==> config.mk <==
export PLATFORM = sky130hd
export DESIGN_NAME = tx_serial_host
export DESIGN_NICKNAME = d
export VERILOG_FILES = /design/src/verilog/sclk_tick.v /design/src/verilog/tx_serial_host.v
export VERILOG_INCLUDE_DIRS = /design/src /design/src/verilog
export SDC_FILE = /design/constraint.sdc
export NUM_CORES = 1
export LEC_CHECK = 0
export ABC_AREA = 1
export BUFFER_PORTS_ARGS = -buffer_cell sky130_fd_sc_hd__clkbuf_2
export CAP_MARGIN = 20
export CORE_UTILIZATION = 55
export CTS_CLUSTER_DIAMETER = 60
export CTS_CLUSTER_SIZE = 40
export DETAILED_ROUTE_END_ITERATION = 12
export PLACE_DENSITY = 0.77
export SLEW_MARGIN = 10
export SYNTH_ARGS = -nofsm -noshare
export SYNTH_HDL_FRONTEND = slang
export SYNTH_HIERARCHICAL = 1
export SYNTH_SLANG_ARGS = --single-unit
==> constraint.sdc <==
create_clock -name aclk -period 5.3 [get_ports aclk]
set_input_delay 0.265 -clock aclk [delete_from_list [all_inputs] [get_ports aclk]]
set_output_delay 0.265 -clock aclk [all_outputs]
set_load 0.05 [all_outputs]
==> src/verilog/tx_serial_control_regs.vh <==
// register offsets, field positions, reset values and timing counts of the serial host
`ifndef TX_SERIAL_CONTROL_REGS_VH
`define TX_SERIAL_CONTROL_REGS_VH

// register byte offsets, one aligned word each
`define CTRL_OFS        8'h00
`define TXCFG_OFS       8'h04
`define TXDATA_OFS      8'h08
`define STATUS_OFS      8'h0C
`define HALF_OFS        8'h10

// control register fields
`define CTRL_START_BIT  0
`define CTRL_STOP_BIT   1
`define CTRL_POL_BIT    2
`define CTRL_CLKOUT_BIT 3
`define CTRL_REL_BIT    4
`define CTRL_W          5

// reset values
`define CTRL_RST        5'h00
`define TXCFG_RST       6'h00
`define HALF_RST        16'h0004

// function code of the transmit command, sent high bit first
`define FUNC_TRANSMIT   2'h3

// timing counts in serial clock half periods
`define SETUP_TICKS     4'h2
`define END_TICKS       4'h4

// power-down timer of the device and the slowest crystal it may run from
`define PD_XTAL_CYCLES  65536
`define XTAL_MIN_KHZ    12000
`define ACLK_KHZ        20000

`endif

==> src/verilog/sclk_tick.v <==
// half-period tick generator that paces the serial clock made by the host
`timescale 1ns/1ns
module sclk_tick (
  input  wire        aclk,
  input  wire        aresetn,
  input  wire        ce,
  input  wire [15:0] half,
  output reg         tick
);

  reg [15:0] count_q;  // aclk cycles into the current half period

  // one-cycle tick every half aclk cycles; a zero setting behaves as one
  always @(posedge aclk) begin
    if (!aresetn) begin
      count_q <= 16'h0000;
      tick    <= 1'b0;
    end else if (ce) begin
      if (count_q + 16'h0001 >= half) begin
        count_q <= 16'h0000;
        tick    <= 1'b1;
      end else begin
        count_q <= count_q + 16'h0001;
        tick    <= 1'b0;
      end
    end
  end

endmodule // sclk_tick

==> src/verilog/tx_serial_host.v <==
// host controller that drives the transmitter serial control port from axi4-lite registers
//
// Chosen here: the AXI4-Lite slave port and the placing of the registers.
`timescale 1ns/1ns
`include "tx_serial_control_regs.vh"

module tx_serial_host #(
  parameter integer SLEEP_CYCLES =
    (`PD_XTAL_CYCLES * `ACLK_KHZ + `XTAL_MIN_KHZ - 1) / `XTAL_MIN_KHZ,
  parameter integer ADDR_W = 8
) (
  input  wire              aclk,
  input  wire              aresetn,
  input  wire              ce,
  input  wire [ADDR_W-1:0] s_axi_awaddr,
  input  wire              s_axi_awvalid,
  output reg               s_axi_awready,
  input  wire [31:0]       s_axi_wdata,
  input  wire [3:0]        s_axi_wstrb,
  input  wire              s_axi_wvalid,
  output reg               s_axi_wready,
  output reg  [1:0]        s_axi_bresp,
  output reg               s_axi_bvalid,
  input  wire              s_axi_bready,
  input  wire [ADDR_W-1:0] s_axi_araddr,
  input  wire              s_axi_arvalid,
  output reg               s_axi_arready,
  output reg  [31:0]       s_axi_rdata,
  output reg  [1:0]        s_axi_rresp,
  output reg               s_axi_rvalid,
  input  wire              s_axi_rready,
  output reg               enable,
  output reg               sclk_o,
  output reg               sclk_oe_n,
  input  wire              sclk_i,
  output reg               serial_data_pin_o,
  output reg               serial_data_pin_oe_n,
  input  wire              serial_data_pin_i
);

  // controller states
  localparam [2:0] S_IDLE   = 3'h0;  // enable low, waiting for a start
  localparam [2:0] S_SETUP  = 3'h1;  // enable low with wake levels set up
  localparam [2:0] S_CMD    = 3'h2;  // shifting the command byte
  localparam [2:0] S_EXTRA  = 3'h3;  // extra edge after the last bit
  localparam [2:0] S_FIRST  = 3'h4;  // sampling edge with the first data bit
  localparam [2:0] S_STREAM = 3'h5;  // free-running data stream
  localparam [2:0] S_END    = 3'h6;  // enable low pulse closing the frame

  localparam [ADDR_W-1:0] A_CTRL   = `CTRL_OFS;
  localparam [ADDR_W-1:0] A_TXCFG  = `TXCFG_OFS;
  localparam [ADDR_W-1:0] A_TXDATA = `TXDATA_OFS;
  localparam [ADDR_W-1:0] A_STATUS = `STATUS_OFS;
  localparam [ADDR_W-1:0] A_HALF   = `HALF_OFS;
  localparam [31:0]       SLEEP_LAST = SLEEP_CYCLES - 1;

  reg  [2:0]        state_q;       // controller state
  reg  [`CTRL_W-1:0] ctrl_q;       // control bits, start and stop read back as zero
  reg  [5:0]        txcfg_q;       // transmit configuration a5..a0
  reg               txbit_q;       // level put on the data line while streaming
  reg  [15:0]       half_q;        // serial clock half period in aclk cycles
  reg               start_q;       // pending start, held until the idle state takes it
  reg               stop_q;        // pending stop
  reg               awake_q;       // host view: device is out of sleep
  reg               pol_q;         // clock idle level captured by the device at wake
  reg  [7:0]        shift_q;       // command byte, next bit in the top position
  reg  [2:0]        bits_q;        // sampled bits of the command byte
  reg  [3:0]        wait_q;        // half periods left in setup or end pulse
  reg  [31:0]       low_cnt_q;     // aclk cycles with enable low while awake
  reg  [1:0]        sclk_sync_q;   // clock line synchroniser
  reg  [1:0]        data_sync_q;   // data line synchroniser
  reg  [ADDR_W-1:0] awaddr_q;      // captured write address
  reg  [31:0]       wdata_q;       // captured write data
  reg  [3:0]        wstrb_q;       // captured write strobes
  reg               aw_got_q;      // write address held
  reg               w_got_q;       // write data held
  wire              tick;          // half-period pace of the serial clock
  wire              wr_fire;       // both write halves present, response free
  wire              idle_edge;     // clock currently at its idle level

  assign wr_fire   = aw_got_q && w_got_q && !s_axi_bvalid;
  assign idle_edge = (sclk_o == pol_q);

  // serial clock pace; shared by setup, shifting and the end pulse
  sclk_tick u_tick (
    .aclk    (aclk),
    .aresetn (aresetn),
    .ce      (ce),
    .half    (half_q),
    .tick    (tick)
  );

  // pin inputs cross two flip-flops before anything looks at them
  always @(posedge aclk) begin
    if (!aresetn) begin
      sclk_sync_q <= 2'h0;
      data_sync_q <= 2'h0;
    end else if (ce) begin
      sclk_sync_q <= {sclk_sync_q[0], sclk_i};
      data_sync_q <= {data_sync_q[0], serial_data_pin_i};
    end
  end

  // write channel: address and data are taken in either order
  always @(posedge aclk) begin
    if (!aresetn) begin
      s_axi_awready <= 1'b0;
      s_axi_wready  <= 1'b0;
      s_axi_bvalid  <= 1'b0;
      s_axi_bresp   <= 2'h0;
      aw_got_q      <= 1'b0;
      w_got_q       <= 1'b0;
      awaddr_q      <= {ADDR_W{1'b0}};
      wdata_q       <= 32'h0000_0000;
      wstrb_q       <= 4'h0;
    end else if (ce) begin
      // ready stays low while a half is held, so nothing is overwritten
      s_axi_awready <= !aw_got_q && !(s_axi_awvalid && s_axi_awready);
      s_axi_wready  <= !w_got_q && !(s_axi_wvalid && s_axi_wready);
      if (s_axi_awvalid && s_axi_awready) begin
        aw_got_q <= 1'b1;
        awaddr_q <= s_axi_awaddr;
      end
      if (s_axi_wvalid && s_axi_wready) begin
        w_got_q <= 1'b1;
        wdata_q <= s_axi_wdata;
        wstrb_q <= s_axi_wstrb;
      end
      if (wr_fire) begin
        s_axi_bvalid <= 1'b1;
        aw_got_q     <= 1'b0;
        w_got_q      <= 1'b0;
        // unmapped addresses answer slverr and change nothing
        if (awaddr_q == A_CTRL || awaddr_q == A_TXCFG || awaddr_q == A_TXDATA ||
            awaddr_q == A_STATUS || awaddr_q == A_HALF)
          s_axi_bresp <= 2'h0;
        else
          s_axi_bresp <= 2'h2;
      end else if (s_axi_bvalid && s_axi_bready) begin
        s_axi_bvalid <= 1'b0;
      end
    end
  end

  // register contents; start and stop are requests the controller consumes
  always @(posedge aclk) begin
    if (!aresetn) begin
      ctrl_q  <= `CTRL_RST;
      txcfg_q <= `TXCFG_RST;
      txbit_q <= 1'b0;
      half_q  <= `HALF_RST;
      start_q <= 1'b0;
      stop_q  <= 1'b0;
    end else if (ce) begin
      // a request taken by the controller clears, a new write sets; set wins
      if (state_q == S_IDLE && start_q)
        start_q <= 1'b0;
      // a stop written in idle is dropped, so it cannot cut the next frame short
      if (state_q == S_END || state_q == S_IDLE)
        stop_q <= 1'b0;
      if (wr_fire && wstrb_q[0]) begin
        case (awaddr_q)
          A_CTRL: begin
            ctrl_q <= wdata_q[`CTRL_W-1:0];
            if (wdata_q[`CTRL_START_BIT])
              start_q <= 1'b1;
            if (wdata_q[`CTRL_STOP_BIT])
              stop_q <= 1'b1;
          end
          A_TXCFG:  txcfg_q     <= wdata_q[5:0];
          A_TXDATA: txbit_q     <= wdata_q[0];
          A_HALF:   half_q[7:0] <= wdata_q[7:0];
          default:  ctrl_q      <= ctrl_q;
        endcase
      end
      if (wr_fire && wstrb_q[1] && awaddr_q == A_HALF)
        half_q[15:8] <= wdata_q[15:8];
    end
  end

  // read channel: one read at a time, data registered with valid
  always @(posedge aclk) begin
    if (!aresetn) begin
      s_axi_arready <= 1'b0;
      s_axi_rvalid  <= 1'b0;
      s_axi_rdata   <= 32'h0000_0000;
      s_axi_rresp   <= 2'h0;
    end else if (ce) begin
      s_axi_arready <= !s_axi_rvalid && !(s_axi_arvalid && s_axi_arready);
      if (s_axi_arvalid && s_axi_arready) begin
        s_axi_rvalid <= 1'b1;
        s_axi_rresp  <= 2'h0;
        case (s_axi_araddr)
          A_CTRL:   s_axi_rdata <= {27'h000_0000, ctrl_q[4:2], 2'h0};
          A_TXCFG:  s_axi_rdata <= {26'h000_0000, txcfg_q};
          A_TXDATA: s_axi_rdata <= {31'h0000_0000, txbit_q};
          A_STATUS: s_axi_rdata <= {25'h000_0000, pol_q, data_sync_q[1], sclk_sync_q[1],
                                    awake_q, state_q};
          A_HALF:   s_axi_rdata <= {16'h0000, half_q};
          default: begin
            s_axi_rdata <= 32'h0000_0000;
            s_axi_rresp <= 2'h2;
          end
        endcase
      end else if (s_axi_rvalid && s_axi_rready) begin
        s_axi_rvalid <= 1'b0;
      end
    end
  end

  // host view of device sleep: enable low past the power-down timer means asleep
  always @(posedge aclk) begin
    if (!aresetn) begin
      low_cnt_q <= 32'h0000_0000;
      awake_q   <= 1'b0;
    end else if (ce) begin
      if (state_q == S_SETUP && tick && wait_q == 4'h1) begin
        awake_q   <= 1'b1;
        low_cnt_q <= 32'h0000_0000;
      end else if (enable) begin
        low_cnt_q <= 32'h0000_0000;
      end else if (awake_q) begin
        // limitation: a write of the request bit is not tracked, so software sleep looks like a timeout
        if (low_cnt_q >= SLEEP_LAST)
          awake_q <= 1'b0;
        else
          low_cnt_q <= low_cnt_q + 32'h0000_0001;
      end
    end
  end

  // frame sequencer: wake levels, command byte, extra edge, first bit, stream, end pulse
  always @(posedge aclk) begin
    if (!aresetn) begin
      state_q              <= S_IDLE;
      enable               <= 1'b0;
      sclk_o               <= 1'b0;
      sclk_oe_n            <= 1'b0;
      serial_data_pin_o    <= 1'b0;
      serial_data_pin_oe_n <= 1'b1;
      pol_q                <= 1'b0;
      shift_q              <= 8'h00;
      bits_q               <= 3'h0;
      wait_q               <= 4'h0;
    end else if (ce) begin
      if (stop_q && state_q != S_IDLE && state_q != S_END) begin
        // enable falls; the device then ignores clock and data and the amplifier mode applies
        enable               <= 1'b0;
        serial_data_pin_oe_n <= 1'b1;
        sclk_oe_n            <= 1'b0;
        sclk_o               <= pol_q;
        wait_q               <= `END_TICKS;
        state_q              <= S_END;
      end else begin
        case (state_q)
          S_IDLE: begin
            if (start_q) begin
              // levels at the rising enable choose sampling edge and clock output when asleep
              if (!awake_q) begin
                pol_q  <= ctrl_q[`CTRL_POL_BIT];
                sclk_o <= ctrl_q[`CTRL_POL_BIT];
              end else begin
                sclk_o <= pol_q;
              end
              sclk_oe_n            <= 1'b0;
              serial_data_pin_o    <= !ctrl_q[`CTRL_CLKOUT_BIT];
              serial_data_pin_oe_n <= 1'b0;
              // code bits first, high bit first, then a5 down to a0
              shift_q <= {`FUNC_TRANSMIT, txcfg_q[5], txcfg_q[4], txcfg_q[3],
                          txcfg_q[2], txcfg_q[1], txcfg_q[0]};
              bits_q  <= 3'h0;
              wait_q  <= `SETUP_TICKS;
              state_q <= S_SETUP;
            end
          end
          S_SETUP: begin
            if (tick) begin
              if (wait_q == 4'h1) begin
                enable  <= 1'b1;
                state_q <= S_CMD;
              end
              wait_q <= wait_q - 4'h1;
            end
          end
          S_CMD: begin
            if (tick) begin
              sclk_o <= !sclk_o;
              if (idle_edge) begin
                // transfer edge: next bit goes out
                serial_data_pin_o <= shift_q[7];
                shift_q           <= {shift_q[6:0], 1'b0};
              end else begin
                // sampling edge: the device takes the bit now
                bits_q <= bits_q + 3'h1;
                if (bits_q == 3'h7)
                  state_q <= S_EXTRA;
              end
            end
          end
          S_EXTRA: begin
            if (tick) begin
              // additional transfer edge moves the device to transmit; first bit set up with it
              sclk_o            <= !sclk_o;
              serial_data_pin_o <= txbit_q;
              state_q           <= S_FIRST;
            end
          end
          S_FIRST: begin
            if (tick) begin
              sclk_o  <= !sclk_o;
              state_q <= S_STREAM;
            end
          end
          S_STREAM: begin
            // the data line follows the register; no clock edges are needed from here
            serial_data_pin_o <= txbit_q;
            if (ctrl_q[`CTRL_REL_BIT])
              sclk_oe_n <= 1'b1;
          end
          S_END: begin
            if (tick) begin
              if (wait_q == 4'h1)
                state_q <= S_IDLE;
              wait_q <= wait_q - 4'h1;
            end
          end
          default: state_q <= S_IDLE;
        endcase
      end
    end
  end

endmodule // tx_serial_host
==> flow_summary_export.csv, run 1 <==
group,metric,value,unit
grt,track_usage,0.253,
floorplanning,core-area,13900,um^2
sta,maxSlewHeadroom,0.461,
finish,final_common_cell,"nand2_1",
cts,numCtsBuffers,17,
detailed_routing,vias_per_cell,5.23,
grt,grtUsageMet2,0.391,
floorplanning,fp-row-count,43,
worst_setup_path,worstPathArrival,2.98,ns
power_and_ir_drop,p_total,2.72,mW
finish,drive_gt1_frac,0.123,
sta,holdWs,0.0508,ns
finish,nNetsFinal,1266,
cts,clk_latency,0.44,ns
synth,seq_area_frac_synth,0.397,
detailed_routing,vias,7180,
synth,synth_cell_types,48,
power_and_ir_drop,peakVddDrop,0.229,mV
cts,cts_hold_buf,0,
run_status,status,"completed",
finish,diodes,0,
placed_design,port_buffers,71,
floorplanning,die_area,14900,um^2
synth,yosysWarningCount,6,
sta,tightestPinTransition,0.806,ns
synth,synthCells,1134,
cts,path_clk_slew,0.08,ns
worst_setup_path,path_max_fanout,16,
cts,cts-resized-gates,0,
cts,cts.sinks,157,
power_and_ir_drop,p_leak,3.85,nW
grt,grt_max_degree,87,
hold_path,min_to,"awaddr_q[1]",
power_and_ir_drop,pwr_density_cell,308,nW/um^2
sta,hold_viol,0,
worst_setup_path,crit_path_end_kind,"flop",
hold_path,hold_path.class,"input port to flop",
run,cap_violations,0,
hold_path,min_path_cells,3,
floorplanning,ios,108,
cts,ctsLongestPathBuffers,2,
finish,num-fill-cells,1294,
placed_design,hpwl,12500,um
worst_setup_path,rrSetupSlack,2.63,ns
sta,period_share,0.503,
detailed_routing,ant_nets,0,
detailed_routing,drc_errors,0,
finish,fin_cells,1374,
placed_design,placed_area,8220,um^2
floorplanning,die_w,122,um
detailed_routing,wire_per_inst,13.1,um
detailed_routing,first_iter_violations,632,
grt,gr-max-usage-layer,"met2",
sta,clock.fmax,375,MHz
cts,cts_tree,"done",
synth,syn_area_per_cell,6.98,um^2
synth,synth_area,7910,um^2
hold_path,hp-start,"s_axi_awaddr[1]",
sta,setup_viol,0,
placed_design,routabilityCongestion,0.897,
grt,antenna_found_initial,0,
cts,cts_setup_buffers,0,
worst_setup_path,critPathRequiredTime,5.61,ns
synth,ys_seq_elements,157,
worst_setup_path,reg2regPathDepth,13,
detailed_routing,drt_wl_total,18000,um
sta,period_needed,2.67,ns
sta,fin_skew,0.0126,ns
worst_setup_path,worstSetupStartpointType,"flop",
cts,h-tree-depth,4,
finish,area_growth,11.6,%
worst_setup_path,worstReg2RegEnd,"u_tick/count_q[3]",
grt,grtUsageMet1,0.339,
grt,grt_pass1_vias,6347,
grt,grt_pass1_wl,29600,um
grt,grt_overflow_total,0,
finish,design_area,8830,um^2
worst_setup_path,r2r-start,"u_tick/count_q[0]",
grt,grtUsageMet3,0.0665,
finish,final_cell_mix,"nand2_1 (223), dfxtp_1 (157), inv_1 (130)",
floorplanning,start_util,0.568,
placed_design,dp.cells,1342,
cts,root_buffer,"clkbuf_16",
worst_setup_path,path_class,"flop to flop",
sta,slew_viol_final,0,
sta,rsz0062_at_grt,"no",
sta,setup_tns,0,ns
floorplanning,die_h,122,um
detailed_routing,dr.pass1.iters,6,
worst max-delay path: stages, from the launching register on:
cell and delay (ns):
dfxtp_1 0.45, ha_1 0.23, nand4_1 0.17, nor2_2 0.18, nand4_1 0.12, and2_1 0.21, ha_1 0.29, nand4_1 0.10
nor3_1 0.18, nand2_1 0.07, nand2_1 0.06, nand2_1 0.09, nand2_2 0.30, nor2_1 0.09
cell usage after synthesis (all sizes together):
| cell type | instances | area [um^2] |
|---|---|---|
| a2111oi | 2 | 17.5 |
| a211oi | 6 | 45.0 |
| a21boi | 1 | 7.51 |
| a21oi | 99 | 499 |
| a22o | 1 | 8.76 |
| a31o | 1 | 8.76 |
| a31oi | 7 | 43.8 |
| and2 | 3 | 18.8 |
| buf | 39 | 274 |
| clkbuf | 26 | 98.8 |
| clkinv | 1 | 3.75 |
| conb | 1 | 3.75 |
| dfxtp | 157 | 3140 |
| ha | 23 | 288 |
| inv | 140 | 526 |
| mux2i | 1 | 10.0 |
| nand2 | 232 | 903 |
| nand3 | 73 | 383 |
| nand3b | 1 | 7.51 |
| nand4 | 21 | 131 |
| nor2 | 132 | 542 |
| nor3 | 35 | 201 |
| o211ai | 4 | 30.0 |
| o21a | 2 | 15.0 |
| o21ai | 101 | 505 |
| o21bai | 1 | 7.51 |
| o31ai | 1 | 7.51 |
| o41ai | 2 | 17.5 |
| or2 | 7 | 43.8 |
| xnor2 | 2 | 17.5 |
| xor2 | 12 | 105 |
power by group:
group	leakage [nW]	switching [mW]	total (mW)	internal (mW)
registers	1.27	0.0309	1.24	1.21
clock network	0.297	0.586	1.23	0.643
logic	2.28	0.178	0.252	0.0742
total	3.85	0.795	2.72	1.93
registers in the layout (all words and copies together), names as in the netlist, 4 cells and up:
name            cells
u_tick/count_q     16
s_axi_rdata        16
wait_q              4
awaddr_q            8
txcfg_q             6
half_q             16
shift_q             8
low_cnt_q          32
wdata_q            16
cell families after synthesis:
logic type	synth area share
AOI/OAI and AO/OA	0.153
and+or+nand+nor	0.282
DFF	0.397
buffers and inverters	0.114
adders and majority gates	0.0364
muxes	0.00126
xor gates and xnor gates	0.0155
other	0.000474
through the flow:
step | worst slack [ns] | util
floorplan | 3.03 | -
global placement | 2.70 | 0.590
detailed placement | 2.66 | 0.590
CTS | 2.63 | 0.634
global route | 2.35 | 0.634
finish | 2.63 | 0.634
how the worst max path moves through the flow:
stage	start	cells after the start	endpoint
finish	u_tick/count_q[0]	13	u_tick/count_q[3]
global route	u_tick/count_q[0]	13	u_tick/count_q[3]
CTS	u_tick/count_q[0]	13	u_tick/count_q[3]
detailed placement	u_tick/count_q[0]	13	u_tick/count_q[3]
global placement	u_tick/count_q[0]	13	u_tick/count_q[8]
floorplan	u_tick/count_q[0]	14	u_tick/count_q[3]
layout make-up:
| type | count | area [um^2] | area share |
|---|---|---|---|
| inverters | 141 | 529 | 0.0599 |
| repair buffers | 76 | 393 | 0.0445 |
| clock buffers | 17 | 425 | 0.0482 |
| flip-flops and latches | 157 | 3140 | 0.356 |
| clock inverters | 15 | 186 | 0.0211 |
| multi-input cells | 788 | 3930 | 0.445 |
| well taps | 180 | 225 | 0.0255 |
routing by layer:
| layer | share of wire | up-vias |
|---|---|---|
| met5 | 0 | - |
| met4 | 0.016 | 0 |
| met3 | 0.058 | 25 |
| met2 | 0.45 | 194 |
| met1 | 0.48 | 3198 |
| li1 | - | 3763 |
Power figures use the tool's default switching activity.
==> run 2: changes to the inputs <==
==> constraint.sdc (replaced) <==
create_clock -name aclk -period 2.8 [get_ports aclk]
set_input_delay 0.14 -clock aclk [delete_from_list [all_inputs] [get_ports aclk]]
set_output_delay 0.14 -clock aclk [all_outputs]
set_load 0.05 [all_outputs]
==> run 2 against run 1 <==
- core utilization up 1.9 points
- combinational power up 100%
- routed wire length up 2.3%
- die area unchanged
- worst hold slack worse by 0.041 ns
- non-clock buffer count up 25
- final cell count up 1.8%
- sequential power up 90%
- highest routed layer unchanged
- worst setup slack worse by 2.4 ns
- flip-flop and latch count unchanged
==> flow_summary_export.csv, run 2 (same netlist as run 1, synthesis figures left out) <==
group,metric,value,unit
finish,largest_reg_flops,32,
sta,hold_viol,0,
finish,design_area,9110,um^2
detailed_routing,drc_errors,0,
cts,h-tree-depth,4,
finish,regMostFlops,"low_cnt_q",
sta,period_share,0.901,
finish,fin_cells,1399,
grt,grtUsageMet2,0.430,
sta,fin_skew,0.0130,ns
detailed_routing,drt_wl_total,18400,um
grt,grt_max_degree,57,
worst_setup_path,critPathRequiredTime,3.12,ns
cts,cts_setup_buffers,0,
finish,multi_input_comb_area,3940,um^2
finish,diodes,0,
grt,track_usage,0.260,
detailed_routing,ant_nets,0,
sta,maxSlewHeadroom,0.440,
placed_design,hpwl,12500,um
hold_path,hold_path.class,"input port to flop",
sta,setup_viol,0,
sta,setup_tns,0,ns
floorplanning,die_area,14900,um^2
floorplanning,ios,108,
worst_setup_path,crit_path_end_kind,"flop",
grt,gr-max-usage-layer,"met2",
finish,drive_gt1_frac,0.122,
cts,root_buffer,"clkbuf_16",
detailed_routing,vias_per_cell,5.21,
finish,final_common_cell,"nand2_1",
worst_setup_path,path_max_fanout,16,
placed_design,placed_area,8240,um^2
placed_design,pre_cts_ws,0.183,ns
finish,nNetsFinal,1291,
detailed_routing,wire_per_inst,13.1,um
power_and_ir_drop,pwr_density_cell,579,nW/um^2
worst_setup_path,worstPathArrival,2.84,ns
worst_setup_path,worstSetupStartpointType,"flop",
detailed_routing,vias,7294,
detailed_routing,first_iter_violations,495,
grt,grt_overflow_total,0,
floorplanning,start_util,0.568,
sta,period_needed,2.52,ns
cts,cts.sinks,157,
worst_setup_path,path_class,"flop to flop",
cts,numCtsBuffers,17,
placed_design,routabilityCongestion,0.869,
sta,tightestPinTransition,0.834,ns
grt,grt_pass1_vias,6533,
sta,rsz0062_at_grt,"no",
floorplanning,die_h,122,um
grt,antenna_found_initial,0,
cts,cts_tree,"done",
power_and_ir_drop,p_leak,3.96,nW
cts,clk_latency,0.43,ns
run_status,status,"completed",
finish,ff_latch_area,3140,um^2
cts,path_clk_slew,0.07,ns
finish,final_cell_mix,"nand2_1 (223), dfxtp_1 (157), inv_1 (130)",
floorplanning,fp-row-count,43,
placed_design,port_buffers,71,
grt,grtUsageMet1,0.338,
floorplanning,die_w,122,um
grt,grt_pass1_wl,30500,um
run,cap_violations,0,
power_and_ir_drop,peakVddDrop,0.532,mV
sta,clock.fmax,397,MHz
sta,setup_ws,0.278,ns
placed_design,dp.cells,1344,
finish,area_growth,15.1,%
floorplanning,core-area,13900,um^2
cts,ctsLongestPathBuffers,2,
finish,num-fill-cells,1239,
sta,slew_viol_final,0,
grt,grtUsageMet3,0.0552,
detailed_routing,dr.pass1.iters,5,
[run 2: stage by stage]
stage	hold slack (ns)	util	power [mW]
5_1_grt	0.0289	0.653	5.48
2_1_floorplan	0.249	-	2.78
3_5_place_dp	0.381	0.591	2.88
3_3_place_gp	0.378	0.591	2.87
4_1_cts	0.00745	0.653	5.30
6_report	0.00994	0.653	5.27
[run 2: cell type report]
cell class                      count  share of cell area
Tap cell                          180              0.0247
Clock inverter                     15              0.0228
Inverter                          141              0.0581
Multi-Input combinational cell    788               0.432
Timing Repair Buffer              101              0.0701
Clock buffer                       17              0.0467
Sequential cell                   157               0.345
[run 2: power by group]
part,internal (mW),switching [mW],leakage [nW]
clock network,1.31,1.10,0.308
registers,2.30,0.0576,1.27
logic,0.164,0.345,2.38
total,3.77,1.50,3.96
[run 2: critical path: stages, from the launching register on]
cell and delay [ns]:
dfxtp_1 0.44, ha_1 0.24, nand4_1 0.19, nor2_2 0.19, nand4_1 0.12, and2_1 0.19, ha_1 0.29, nand4_1 0.10
nor3_1 0.17, nand2_1 0.07, nand2_1 0.05, nand2_1 0.09, nand2_4 0.20, nor2_1 0.07
[run 2: routing by layer]
layer  up-vias  wire length (um)
met3        22              1030
met2       194              8460
met4         0               237
li1       3804                 -
met5         -                 0
met1      3274              8640
[run 2: final timing paths]
path	to	slack, ns	start	depth (start not counted)
worst max-delay path	u_tick/count_q[10]	0.28	u_tick/count_q[0]	13
worst min-delay path	wdata_q[9]	0.01	s_axi_wdata[9]	3
worst max register to register	u_tick/count_q[10]	0.28	u_tick/count_q[0]	13
worst min register to register	low_cnt_q[20]	0.44	low_cnt_q[20]	2
[run 2: what timing repair did]
item / in CTS / in global routing
hold endpoints to repair: 23 / 0
resized for setup: 0 / 1
setup endpoints to repair: 0 / 16
hold buffers: 23 / 0
